<file path="config.mk">
export PLATFORM = sky130hd
export DESIGN_NAME = i2mt_top
export DESIGN_NICKNAME = d
export VERILOG_FILES = /design/src/pkg/i2mt_pkg.sv /design/src/i2mt_top.sv
export SDC_FILE = /design/constraint.sdc
export NUM_CORES = 1
export LEC_CHECK = 0
export ABC_CLOCK_PERIOD_IN_PS = 2000
export BUFFER_PORTS_ARGS = -buffer_cell sky130_fd_sc_hd__buf_2
export CAP_MARGIN = 30
export CORE_UTILIZATION = 40
export CTS_CLUSTER_DIAMETER = 80
export CTS_CLUSTER_SIZE = 30
export DETAILED_ROUTE_END_ITERATION = 16
export PLACE_DENSITY = 0.73
export SETUP_SLACK_MARGIN = 0.4
export SKIP_CTS_REPAIR_TIMING = 1
export SYNTH_ARGS = -nofsm -noshare
export SYNTH_HDL_FRONTEND = slang
export SYNTH_SLANG_ARGS = --single-unit
</file>
<file path="constraint.sdc">
create_clock -name aclk -period 2 [get_ports aclk]
set_input_delay 0.1 -clock aclk [delete_from_list [all_inputs] [get_ports aclk]]
set_output_delay 0.1 -clock aclk [all_outputs]
set_load 0.05 [all_outputs]
</file>
<file path="src/pkg/i2mt_pkg.sv">
// Constants and types for the two-wire master byte transmitter.
// Assumes a 250 MHz system clock and a 32-bit AXI4-Lite register bus.
package i2mt_pkg;
    // Register byte offsets
    localparam logic [7:0] OFF_TX_BUFFER = 8'h00;
    localparam logic [7:0] OFF_STATUS = 8'h04;
    localparam logic [7:0] OFF_CONTROL_TWO = 8'h08;
    localparam logic [7:0] OFF_BAUD = 8'h0C;
    localparam logic [7:0] OFF_IRQ_STATUS = 8'h10;
    localparam logic [7:0] OFF_IRQ_ENABLE = 8'h14;
    localparam logic [7:0] OFF_IRQ_CLEAR = 8'h18;
    // Status register fields
    localparam int BIT_BUFFER_FULL = 0;
    localparam int BIT_WRITE_COLLISION = 1;
    localparam int BIT_SERIAL_IRQ = 2;
    // Second control register fields
    localparam int BIT_START_REQ = 0;
    localparam int BIT_RESTART_REQ = 1;
    localparam int BIT_STOP_REQ = 2;
    localparam int BIT_ACK_STATUS = 6;
    // Interrupt status fields
    localparam int IRQ_BYTE_DONE = 0;
    localparam int IRQ_COND_DONE = 1;
    localparam int IRQ_COLLISION = 2;
    localparam int IRQ_WIDTH = 3;
    // Reset values, bus response codes and bits per byte
    localparam logic [7:0] BAUD_RESET = 8'h9F;
    localparam logic [1:0] RESP_OKAY = 2'h0;
    localparam logic [1:0] RESP_SLVERR = 2'h2;
    localparam logic [3:0] BITS_PER_BYTE = 4'h8;

    // Sequencer states
    typedef enum logic [3:0] {
        ST_IDLE, ST_START_A, ST_START_B, ST_RESTART_A, ST_RESTART_B,
        ST_BIT_LOW, ST_BIT_HIGH, ST_ACK_LOW, ST_ACK_HIGH,
        ST_STOP_A, ST_STOP_B, ST_STOP_C
    } i2mt_state_type;
endpackage

</file>
<file path="src/i2mt_top.sv">
// Two-wire bus master, transmit path, with AXI4-Lite registers.
// Assumes synchronous pin inputs and an external open-drain pad per line.
//
// Contract
// - Buffer write shifts address and direction bit out
// - Release data line after eighth falling edge
// - Sample data line at ninth falling edge
// - Store sampled acknowledge in control register two
// - Set serial interrupt flag after ninth edge
// - Clear buffer full after ninth edge
// - Halt baud generator, clock low, data released
// - Buffer write sets buffer full flag
// - Buffer full clears when eight bits left; the code clears it after the ninth edge
// - Write during shift sets collision, discarded
// - Acknowledge flag reads 0 acked, 1 not
// - Stop or restart raises interrupt when done
module i2mt_top (
    // System
    input wire logic aclk,
    input wire logic aresetn,
    // AXI4-Lite write address
    input wire logic [7:0] s_axi_awaddr,
    input wire logic s_axi_awvalid,
    output logic s_axi_awready,
    // AXI4-Lite write data
    input wire logic [31:0] s_axi_wdata,
    input wire logic [3:0] s_axi_wstrb,
    input wire logic s_axi_wvalid,
    output logic s_axi_wready,
    // AXI4-Lite write response
    output logic [1:0] s_axi_bresp,
    output logic s_axi_bvalid,
    input wire logic s_axi_bready,
    // AXI4-Lite read address
    input wire logic [7:0] s_axi_araddr,
    input wire logic s_axi_arvalid,
    output logic s_axi_arready,
    // AXI4-Lite read data
    output logic [31:0] s_axi_rdata,
    output logic [1:0] s_axi_rresp,
    output logic s_axi_rvalid,
    input wire logic s_axi_rready,
    // Two-wire bus, open drain: enable high pulls the line low
    input wire logic scl_i,
    output logic scl_o,
    output logic scl_oe,
    input wire logic sda_i,
    output logic sda_o,
    output logic sda_oe,
    // Interrupt
    output logic irq
);

    // All state of the block in one record
    typedef struct packed {
        logic aw_seen;
        logic [7:0] aw_addr;
        logic w_seen;
        logic [31:0] w_data;
        logic [3:0] w_strb;
        logic bvalid;
        logic [1:0] bresp;
        logic rvalid;
        logic [31:0] rdata;
        logic [1:0] rresp;
        logic [7:0] tx_buffer_reg;
        logic [7:0] byte_shift_register;
        logic buffer_full_flag;
        logic write_collision_flag;
        logic serial_port_irq_flag;
        logic ack_status_flag;
        logic start_request_bit;
        logic restart_request_bit;
        logic stop_request_bit;
        logic [7:0] baud_div;
        logic [7:0] baud_cnt;
        logic [3:0] bit_cnt;
        i2mt_pkg::i2mt_state_type state;
        logic scl_low;
        logic sda_low;
        logic [2:0] irq_status;
        logic [2:0] irq_enable;
        logic irq;
    } i2mt_regs_type;

    i2mt_regs_type r_q; // Registered state
    i2mt_regs_type r_d; // Next state

    // Register read mux, unmapped reads give zero
    function automatic logic [31:0] read_mux(input i2mt_regs_type r, input logic [7:0] a);
        logic [31:0] v;
        v = 32'h0000_0000;
        unique case (a)
            i2mt_pkg::OFF_TX_BUFFER: v[7:0] = r.tx_buffer_reg;
            i2mt_pkg::OFF_STATUS: begin
                v[i2mt_pkg::BIT_BUFFER_FULL] = r.buffer_full_flag;
                v[i2mt_pkg::BIT_WRITE_COLLISION] = r.write_collision_flag;
                v[i2mt_pkg::BIT_SERIAL_IRQ] = r.serial_port_irq_flag;
            end
            i2mt_pkg::OFF_CONTROL_TWO: begin
                v[i2mt_pkg::BIT_START_REQ] = r.start_request_bit;
                v[i2mt_pkg::BIT_RESTART_REQ] = r.restart_request_bit;
                v[i2mt_pkg::BIT_STOP_REQ] = r.stop_request_bit;
                v[i2mt_pkg::BIT_ACK_STATUS] = r.ack_status_flag;
            end
            i2mt_pkg::OFF_BAUD: v[7:0] = r.baud_div;
            i2mt_pkg::OFF_IRQ_STATUS: v[2:0] = r.irq_status;
            i2mt_pkg::OFF_IRQ_ENABLE: v[2:0] = r.irq_enable;
            default: v = 32'h0000_0000;
        endcase
        return v;
    endfunction

    // Offset decode shared by both bus channels
    function automatic logic is_mapped(input logic [7:0] a);
        return (a == i2mt_pkg::OFF_TX_BUFFER) || (a == i2mt_pkg::OFF_STATUS) ||
               (a == i2mt_pkg::OFF_CONTROL_TWO) || (a == i2mt_pkg::OFF_BAUD) ||
               (a == i2mt_pkg::OFF_IRQ_STATUS) || (a == i2mt_pkg::OFF_IRQ_ENABLE) ||
               (a == i2mt_pkg::OFF_IRQ_CLEAR);
    endfunction

    // Next-state logic for bus slave, registers and bit sequencer
    always_comb begin
        logic do_write;
        logic tick;
        logic busy;
        logic byte_done;
        logic cond_done;
        logic collide;
        logic [2:0] irq_set;
        r_d = r_q;
        do_write = 1'b0;
        tick = 1'b0;
        byte_done = 1'b0;
        cond_done = 1'b0;
        collide = 1'b0;
        irq_set = 3'h0;
        busy = (r_q.state != i2mt_pkg::ST_IDLE);

        // Write channels may arrive in either order; each is latched once taken
        if (s_axi_awvalid && !r_q.aw_seen) begin
            r_d.aw_seen = 1'b1;
            r_d.aw_addr = s_axi_awaddr;
        end
        if (s_axi_wvalid && !r_q.w_seen) begin
            r_d.w_seen = 1'b1;
            r_d.w_data = s_axi_wdata;
            r_d.w_strb = s_axi_wstrb;
        end
        // Act once both halves are held and the previous answer is gone
        if (r_q.aw_seen && r_q.w_seen && !r_q.bvalid) begin
            do_write = 1'b1;
            r_d.aw_seen = 1'b0;
            r_d.w_seen = 1'b0;
            r_d.bvalid = 1'b1;
            r_d.bresp = is_mapped(r_q.aw_addr) ? i2mt_pkg::RESP_OKAY : i2mt_pkg::RESP_SLVERR;
        end
        if (r_q.bvalid && s_axi_bready) begin
            r_d.bvalid = 1'b0;
        end

        // Read: address taken when no answer is pending, data one cycle later
        if (s_axi_arvalid && !r_q.rvalid) begin
            r_d.rvalid = 1'b1;
            r_d.rdata = read_mux(r_q, s_axi_araddr);
            r_d.rresp = is_mapped(s_axi_araddr) ? i2mt_pkg::RESP_OKAY : i2mt_pkg::RESP_SLVERR;
        end else if (r_q.rvalid && s_axi_rready) begin
            r_d.rvalid = 1'b0;
        end

        // Register writes, only low byte lane carries fields
        if (do_write && r_q.w_strb[0]) begin
            unique case (r_q.aw_addr)
                i2mt_pkg::OFF_TX_BUFFER: begin
                    if (busy) begin
                        collide = 1'b1;
                    end else begin
                        r_d.tx_buffer_reg = r_q.w_data[7:0];
                        r_d.byte_shift_register = r_q.w_data[7:0];
                        r_d.sda_low = !r_q.w_data[7];
                        r_d.buffer_full_flag = 1'b1;
                        r_d.bit_cnt = 4'h0;
                        r_d.baud_cnt = 8'h00;
                        r_d.state = i2mt_pkg::ST_BIT_LOW;
                    end
                end
                i2mt_pkg::OFF_STATUS: begin
                    // Software clears the collision and serial interrupt flags by writing zero
                    if (!r_q.w_data[i2mt_pkg::BIT_WRITE_COLLISION]) begin
                        r_d.write_collision_flag = 1'b0;
                    end
                    if (!r_q.w_data[i2mt_pkg::BIT_SERIAL_IRQ]) begin
                        r_d.serial_port_irq_flag = 1'b0;
                    end
                end
                i2mt_pkg::OFF_CONTROL_TWO: begin
                    // Requests are ignored while a byte or condition runs
                    if (!busy) begin
                        r_d.baud_cnt = 8'h00;
                        if (r_q.w_data[i2mt_pkg::BIT_START_REQ]) begin
                            r_d.start_request_bit = 1'b1;
                            r_d.state = i2mt_pkg::ST_START_A;
                        end else if (r_q.w_data[i2mt_pkg::BIT_RESTART_REQ]) begin
                            r_d.restart_request_bit = 1'b1;
                            r_d.state = i2mt_pkg::ST_RESTART_A;
                        end else if (r_q.w_data[i2mt_pkg::BIT_STOP_REQ]) begin
                            r_d.stop_request_bit = 1'b1;
                            r_d.state = i2mt_pkg::ST_STOP_A;
                        end
                    end
                end
                i2mt_pkg::OFF_BAUD: r_d.baud_div = r_q.w_data[7:0];
                i2mt_pkg::OFF_IRQ_ENABLE: r_d.irq_enable = r_q.w_data[2:0];
                i2mt_pkg::OFF_IRQ_CLEAR: r_d.irq_status = r_q.irq_status & ~r_q.w_data[2:0];
                default: ;
            endcase
        end

        // Baud generator runs only while a sequence is active; halted otherwise
        if (busy) begin
            if (r_q.baud_cnt == r_q.baud_div) begin
                r_d.baud_cnt = 8'h00;
                tick = 1'b1;
            end else begin
                r_d.baud_cnt = r_q.baud_cnt + 8'h01;
            end
        end

        // Bit sequencer, one phase per baud tick
        if (tick) begin
            unique case (r_q.state)
                i2mt_pkg::ST_IDLE: ;
                i2mt_pkg::ST_START_A: begin
                    r_d.scl_low = 1'b0;
                    r_d.sda_low = 1'b1; // Data falls while clock high
                    r_d.state = i2mt_pkg::ST_START_B;
                end
                i2mt_pkg::ST_START_B: begin
                    r_d.scl_low = 1'b1;
                    cond_done = 1'b1;
                    r_d.start_request_bit = 1'b0;
                    r_d.restart_request_bit = 1'b0;
                    r_d.state = i2mt_pkg::ST_IDLE;
                end
                i2mt_pkg::ST_RESTART_A: begin
                    r_d.sda_low = 1'b0;
                    r_d.scl_low = 1'b0;
                    r_d.state = i2mt_pkg::ST_RESTART_B;
                end
                i2mt_pkg::ST_RESTART_B: begin
                    r_d.sda_low = 1'b1;
                    r_d.state = i2mt_pkg::ST_START_B;
                end
                i2mt_pkg::ST_BIT_LOW: begin
                    // Data already stands from the falling edge, so only the clock rises
                    r_d.scl_low = 1'b0;
                    r_d.state = i2mt_pkg::ST_BIT_HIGH;
                end
                i2mt_pkg::ST_BIT_HIGH: begin
                    // Falling clock edge closes the bit
                    r_d.scl_low = 1'b1;
                    r_d.byte_shift_register = {r_q.byte_shift_register[6:0], 1'b0};
                    r_d.bit_cnt = r_q.bit_cnt + 4'h1;
                    if (r_q.bit_cnt == i2mt_pkg::BITS_PER_BYTE - 4'h1) begin
                        r_d.sda_low = 1'b0;
                        r_d.state = i2mt_pkg::ST_ACK_LOW;
                    end else begin
                        r_d.sda_low = !r_q.byte_shift_register[6];
                        r_d.state = i2mt_pkg::ST_BIT_LOW;
                    end
                end
                i2mt_pkg::ST_ACK_LOW: begin
                    r_d.scl_low = 1'b0;
                    r_d.state = i2mt_pkg::ST_ACK_HIGH;
                end
                i2mt_pkg::ST_ACK_HIGH: begin
                    // Ninth falling edge: sample, flag, then park
                    r_d.scl_low = 1'b1;
                    r_d.ack_status_flag = sda_i;
                    r_d.buffer_full_flag = 1'b0;
                    byte_done = 1'b1;
                    r_d.state = i2mt_pkg::ST_IDLE;
                end
                i2mt_pkg::ST_STOP_A: begin
                    r_d.sda_low = 1'b1;
                    r_d.scl_low = 1'b1;
                    r_d.state = i2mt_pkg::ST_STOP_B;
                end
                i2mt_pkg::ST_STOP_B: begin
                    r_d.scl_low = 1'b0;
                    r_d.state = i2mt_pkg::ST_STOP_C;
                end
                i2mt_pkg::ST_STOP_C: begin
                    r_d.sda_low = 1'b0; // Data rises while clock high
                    cond_done = 1'b1;
                    r_d.stop_request_bit = 1'b0;
                    r_d.state = i2mt_pkg::ST_IDLE;
                end
                default: r_d.state = i2mt_pkg::ST_IDLE;
            endcase
        end

        // Hardware sets win over software clears in the same cycle
        if (collide) begin
            r_d.write_collision_flag = 1'b1;
        end
        if (byte_done || cond_done) begin
            r_d.serial_port_irq_flag = 1'b1;
        end
        irq_set[i2mt_pkg::IRQ_BYTE_DONE] = byte_done;
        irq_set[i2mt_pkg::IRQ_COND_DONE] = cond_done;
        irq_set[i2mt_pkg::IRQ_COLLISION] = collide;
        r_d.irq_status = r_d.irq_status | irq_set;
        r_d.irq = |(r_d.irq_status & r_d.irq_enable);
    end

    // Single register stage, synchronous active-low reset
    always_ff @(posedge aclk) begin
        if (!aresetn) begin
            r_q <= '0;
            r_q.state <= i2mt_pkg::ST_IDLE;
            r_q.baud_div <= i2mt_pkg::BAUD_RESET;
            r_q.ack_status_flag <= 1'b1;
        end else begin
            r_q <= r_d;
        end
    end

    // Outputs straight from flip-flops
    assign s_axi_awready = !r_q.aw_seen;
    assign s_axi_wready = !r_q.w_seen;
    assign s_axi_bvalid = r_q.bvalid;
    assign s_axi_bresp = r_q.bresp;
    assign s_axi_arready = !r_q.rvalid;
    assign s_axi_rvalid = r_q.rvalid;
    assign s_axi_rdata = r_q.rdata;
    assign s_axi_rresp = r_q.rresp;
    assign scl_o = 1'b0;
    assign scl_oe = r_q.scl_low;
    assign sda_o = 1'b0;
    assign sda_oe = r_q.sda_low;
    assign irq = r_q.irq;

endmodule

</file>
* Yosys cells after proc, flatten, opt, wreduce, memory -nomap -nowiden
Index checks and enable logic that the tools add are counted.
W data, S select, Z words.
** Operators by class
- Equal/unequal tests :: 27
- Add/subtract/negate cells :: 2
- Muxes and demuxes :: 64
- Bitwise operators :: 6
- Reductions and logical operators :: 55
** Operators by type and width (count)
- $eq A8 B5 Y1 const B :: 6
- $mux W8 :: 5
- $eq A8 B4 Y1 const B :: 4
- $pmux W4 S8 :: 1
- $mux W27 :: 1
- $mux W9 :: 3
- $mux W1 :: 25
- $mux W4 :: 6
- $eq A4 B3 Y1 const B :: 5
- $pmux W3 S6 :: 1
- $eq A4 B4 Y1 const B :: 4
- $eq A8 B3 Y1 const B :: 2
- $logic_not A8 Y1 :: 2
- $mux W16 :: 1
- $pmux W8 S2 :: 1
- $mux W3 :: 5
- $reduce_bool A2 Y1 :: 7
- $logic_or A1 B1 Y1 :: 13
- $mux W2 :: 6
- $mux W11 :: 1
- $mux W10 :: 1
- $reduce_or A2 Y1 :: 5
- $reduce_and A3 Y1 :: 3
- $add A8 B1 Y8 const B :: 1
- 23 further kinds :: 45
** Word-level totals
- Output and inout port bits :: 46
- Word-level logic and storage cells :: 182
- Flip-flop bits (word level) :: 89

* Logic depth before layout (Yosys ltp)
- Depth after elaboration :: 8
- Mapped depth :: 8
- Mapped depth without buffers :: 6

* Worst setup path before layout
No wires, ideal clock.
- Path kind :: register -> register
- Start :: register r_q, in the netlist s_axi_bvalid
- End :: register r_q, in the netlist sda_oe
- Stages on the path, launching flop included :: 6
- Arrival :: 1.919 ns
- Path buffers :: 0
- Setup slack :: -0.014 ns
- Cells stage by stage :: dfxtp_1 > or4bb_1 > nor4_4 > nand2_2 > mux2i_1 > a221oi_1
** Between the ends
- Word-level cells in the longest chain between the ends :: 7
** Ends and longest elaborated chain
- start: declaration :: line i2mt_top.sv:86 : i2mt_regs_type r_q;
- start signal: assignment :: line i2mt_top.sv:325 : r_q <= r_d;
- $logic_not A1 Y1 (*) :: line i2mt_top.sv:151 : if (r_q.aw_seen && r_q.w_seen && !r_q.bvalid) begin
- $logic_and A1 B1 Y1 (*) :: line i2mt_top.sv:151
- $mux W1 (*) :: line i2mt_top.sv:151
- $logic_and A1 B1 Y1 (*) :: line i2mt_top.sv:172 : if (do_write && r_q.w_strb[0]) begin
- $mux W7 (*) :: line i2mt_top.sv:172
- $pmux W1 S3 :: line i2mt_top.sv:231 : unique case (r_q.state)
- $mux W10 (*) :: line i2mt_top.sv:230 : if (tick) begin
Every way passes the cells marked *; elsewhere a longest branch is shown, timed or not.
A chain may end at the register's enable or synchronous reset.

* Worst setup path after layout
- Start :: register r_q[132] (netlist bit)
- End :: register r_q[44] (netlist bit)
** Between the ends
- Word-level cells in the longest chain between the ends :: 5
** Ends and longest elaborated chain
- $logic_not A8 Y1 (*) :: line i2mt_top.sv:173 : unique case (r_q.aw_addr)
- $mux W9 (*) :: line i2mt_top.sv:173
- $mux W11 (*) :: line i2mt_top.sv:172
- $mux W8 :: line i2mt_top.sv:231
- $mux W9 (*) :: line i2mt_top.sv:230
Every way passes the cells marked *; elsewhere a longest branch is shown, timed or not. The select of a mux whose other input is x is not followed.

==> metrics.yaml <==
run_status:
  outcome: "finished with violations"
  failed_checks: "hold timing"
setup_path:
  path_buf_inv: 1
  cp.required_ps: 2290
  timing.rr.start: "r_q[132]"
  worstSetupPathType: "flop to flop"
  path_max_fanout: 8
  end_kind: "flop"
  regToRegSetupSlack_ps: 40
  cp_top_family: "simple AND/OR/NAND/NOR gates"
  crit_path_max_incr_delay_ps: 620
  r2r-end: "r_q[44]"
  critPathLaunchType: "flop"
  crit_chain: "or4_4 -> nor4_4 -> and2_4 -> buf_8 -> nand2_2 -> a31oi_1"
  critPathSlowestCell: "or4_4"
  r2r_cells: 6
  arrival_ps: 2260
layout:
  fin_nets: 641
  antenna_cells: 0
  layout_common_cells: "dfxtp_1 (67), nand2_1 (58), buf_2 (50), nor2_1 (36), a21oi_1 (35)"
  drive_gt1_share_pct: 30.7
  final_common_cell: "dfxtp_1"
  syn_to_final_growth_pct: 24.0
  finalNonFillerCells: 719
flow_run:
  cap_violations: 0
detailed_routing:
  wl_per_cell_um: 15.3
  routed_wl_mm: 11.0
  drt-pass1-iter-count: 5
  ant_nets: 0
  vias: 3901
  vias_per_cell: 5.43
  drtIter0Drc: 308
  drc: 0
sta:
  period_share_pct: 98.2
  setup_viol: 0
  layout_min_cycle_time_ps: 1960
  finClkSkew_ps: 11.1
  slew_viol_final: 0
  timing.setup.tns_ps: 0
  maxSlewHeadroom_pct: 65.2
  tightest_slew_ps: 521
  whs_ps: -30.7
  hold_viol: 4
  grt_setup_unrepaired: "true"
  max_freq_ghz: 0.509
worst_hold_path:
  hold_path.startpoint: "s_axi_awaddr[5]"
  hold-path-cell-count: 3
  min_path_type: "primary input to flop"
  hold_end: "r_q[136]"
floorplanning:
  core-area_sq_um: 10400
  rows: 37
  start_util_pct: 41.4
  die_w_um: 106
  die_h_um: 106
  io_pins: 107
  die_area_sq_um: 11100
global_route:
  overflow: 0
  antenna_found_initial: 0
  grt_pass1_vias: 3525
  grt_max_degree: 28
  grt_pass1_wl_mm: 16.6
  grt_usage_pct: 18.9
clocking:
  cts_root_buffer: "clkbuf_8"
  insertion_delay_ps: 380
  cts.clk_slew.worst_paths_ps: 80
  numCtsBuffers: 9
  cts_tree: "built"
  htree_levels: 3
  cts_buffer_depth: 2
  cts.sinks: 86
placement:
  portBuffers: 50
  dpl.cell_count: 675
  routabilityCongestion: 0.915
  dp.final_hpwl_mm: 7.54
power_and_ir_drop:
  ir_drop_v: 0.000473
  cellLeakagePower_nw: 2.17
  powerDensity_nw_per_um2: 658
  p_total_mw: 3.50
yosys:
  syn_avg_cell_area_sq_um: 8.62
  synth_cells: 498
  ys.warnings.count: 0
  synth.distinct_cells: 64
  netlist_area_sq_um: 4290
  synthFlopType: "dfxtp_1"
  ys_seq_elements: 86
  async_reset_ff_share_pct: 0
  ys_seq_area_share_pct: 40.1
  synth_edf_count: 0
==> synthesized netlist by cell type, types with 3 or more instances <==
master / count / area [sq um]
xnor2_1: 8 / 70.1
nor2b_1: 4 / 25.0
nand3_1: 17 / 85.1
a22o_1: 5 / 43.8
a22oi_1: 6 / 45.0
nand4_1: 4 / 25.0
buf_4: 38 / 285
and3_1: 5 / 31.3
o21ai_0: 15 / 75.1
a31oi_1: 8 / 50.1
o311a_1: 7 / 70.1
mux2i_1: 20 / 200
a21o_1: 3 / 22.5
o211ai_1: 3 / 22.5
o22ai_1: 3 / 18.8
buf_2: 4 / 20.0
nand2b_1: 8 / 50.1
nor3_1: 7 / 35.0
a311oi_1: 3 / 26.3
nor2_1: 39 / 146
nand4b_1: 3 / 26.3
mux4_2: 3 / 67.6
dfxtp_1: 86 / 1720
nand2_1: 68 / 255
clkbuf_1: 15 / 56.3
mux2_2: 4 / 45.0
and2_1: 4 / 25.0
a21oi_1: 44 / 220
inv_1: 14 / 52.6
buf_1: 3 / 11.3
==> registers in the layout (all words and copies together), names as in the netlist <==
signal	flops
s_axi_rvalid	1
irq	1
scl_oe	1
s_axi_bresp	1
s_axi_rresp	1
r_q	71
sda_oe	1
s_axi_bvalid	1
s_axi_rdata	8
==> report_power, final <==
group          switching [mW]  leakage [nW]  internal [mW]
clock network           0.631        0.0955          0.611
registers              0.0346         0.701           1.74
logic                   0.329          1.38          0.155
==> per-layer routing <==
metal	vias up	part of all wire [%]	routed length (um)	track usage [%]
met2	133	50	5480	32.0
li1	1878	-	-	-
met5	-	0	0	0
met3	14	5.7	630	5.57
met1	1876	43	4740	23.1
met4	0	1.2	130	5.56
==> worst max-delay path by stage <==
stage                 startpoint      end  slack [ps]  depth (start not counted)
floorplan           s_axi_bvalid   sda_oe         120                          5
global placement        r_q[131]      irq          90                          5
detailed placement      r_q[131]      irq          50                          5
CTS                 s_axi_bvalid  r_q[44]          30                          6
global route            r_q[131]  r_q[44]         -40                          6
finish                  r_q[132]  r_q[44]          40                          6
==> stage by stage <==
stage	util [%]	area, sq um	worst slack [ps]
after floorplan	-	4430	120
after global placement	44.9	4650	94.1
after detailed placement	44.9	4650	47.4
after CTS	46.8	4850	31.3
after global routing	51.3	5320	-36.5
final	51.3	5320	36.1
==> cells by family (layout without fill, tap and decap cells) <==
group | after synthesis | after routing | share of synthesized area [%]
xor+xnor | 9 | 9 | 1.84
mux | 27 | 27 | 7.29
flops | 86 | 86 | 40.1
fa+ha+maj | 2 | 2 | 0.583
buf+inv | 78 | 135 | 10.7
compound gates | 117 | 117 | 18.2
simple gates | 178 | 179 | 21.3
other cells | 1 | 28 | 0.0874
==> tightest hold or removal path: cells and delay by family <==
family	cells	cell delay, ps
muxes	1	60
and+or+nand+nor	1	70
buffers and inverters	1	70
==> cell type report <==
| cell class | count | area (sq um) |
|---|---|---|
| fillers | 939 | 5050 |
| multi-input cells | 362 | 2410 |
| flip-flops and latches | 86 | 1750 |
| repair buffers | 105 | 734 |
| well taps | 136 | 170 |
| clock buffers | 11 | 141 |
| clock inverters | 5 | 58.8 |
| inverters | 14 | 52.6 |
Power figures use the tool's default switching activity.
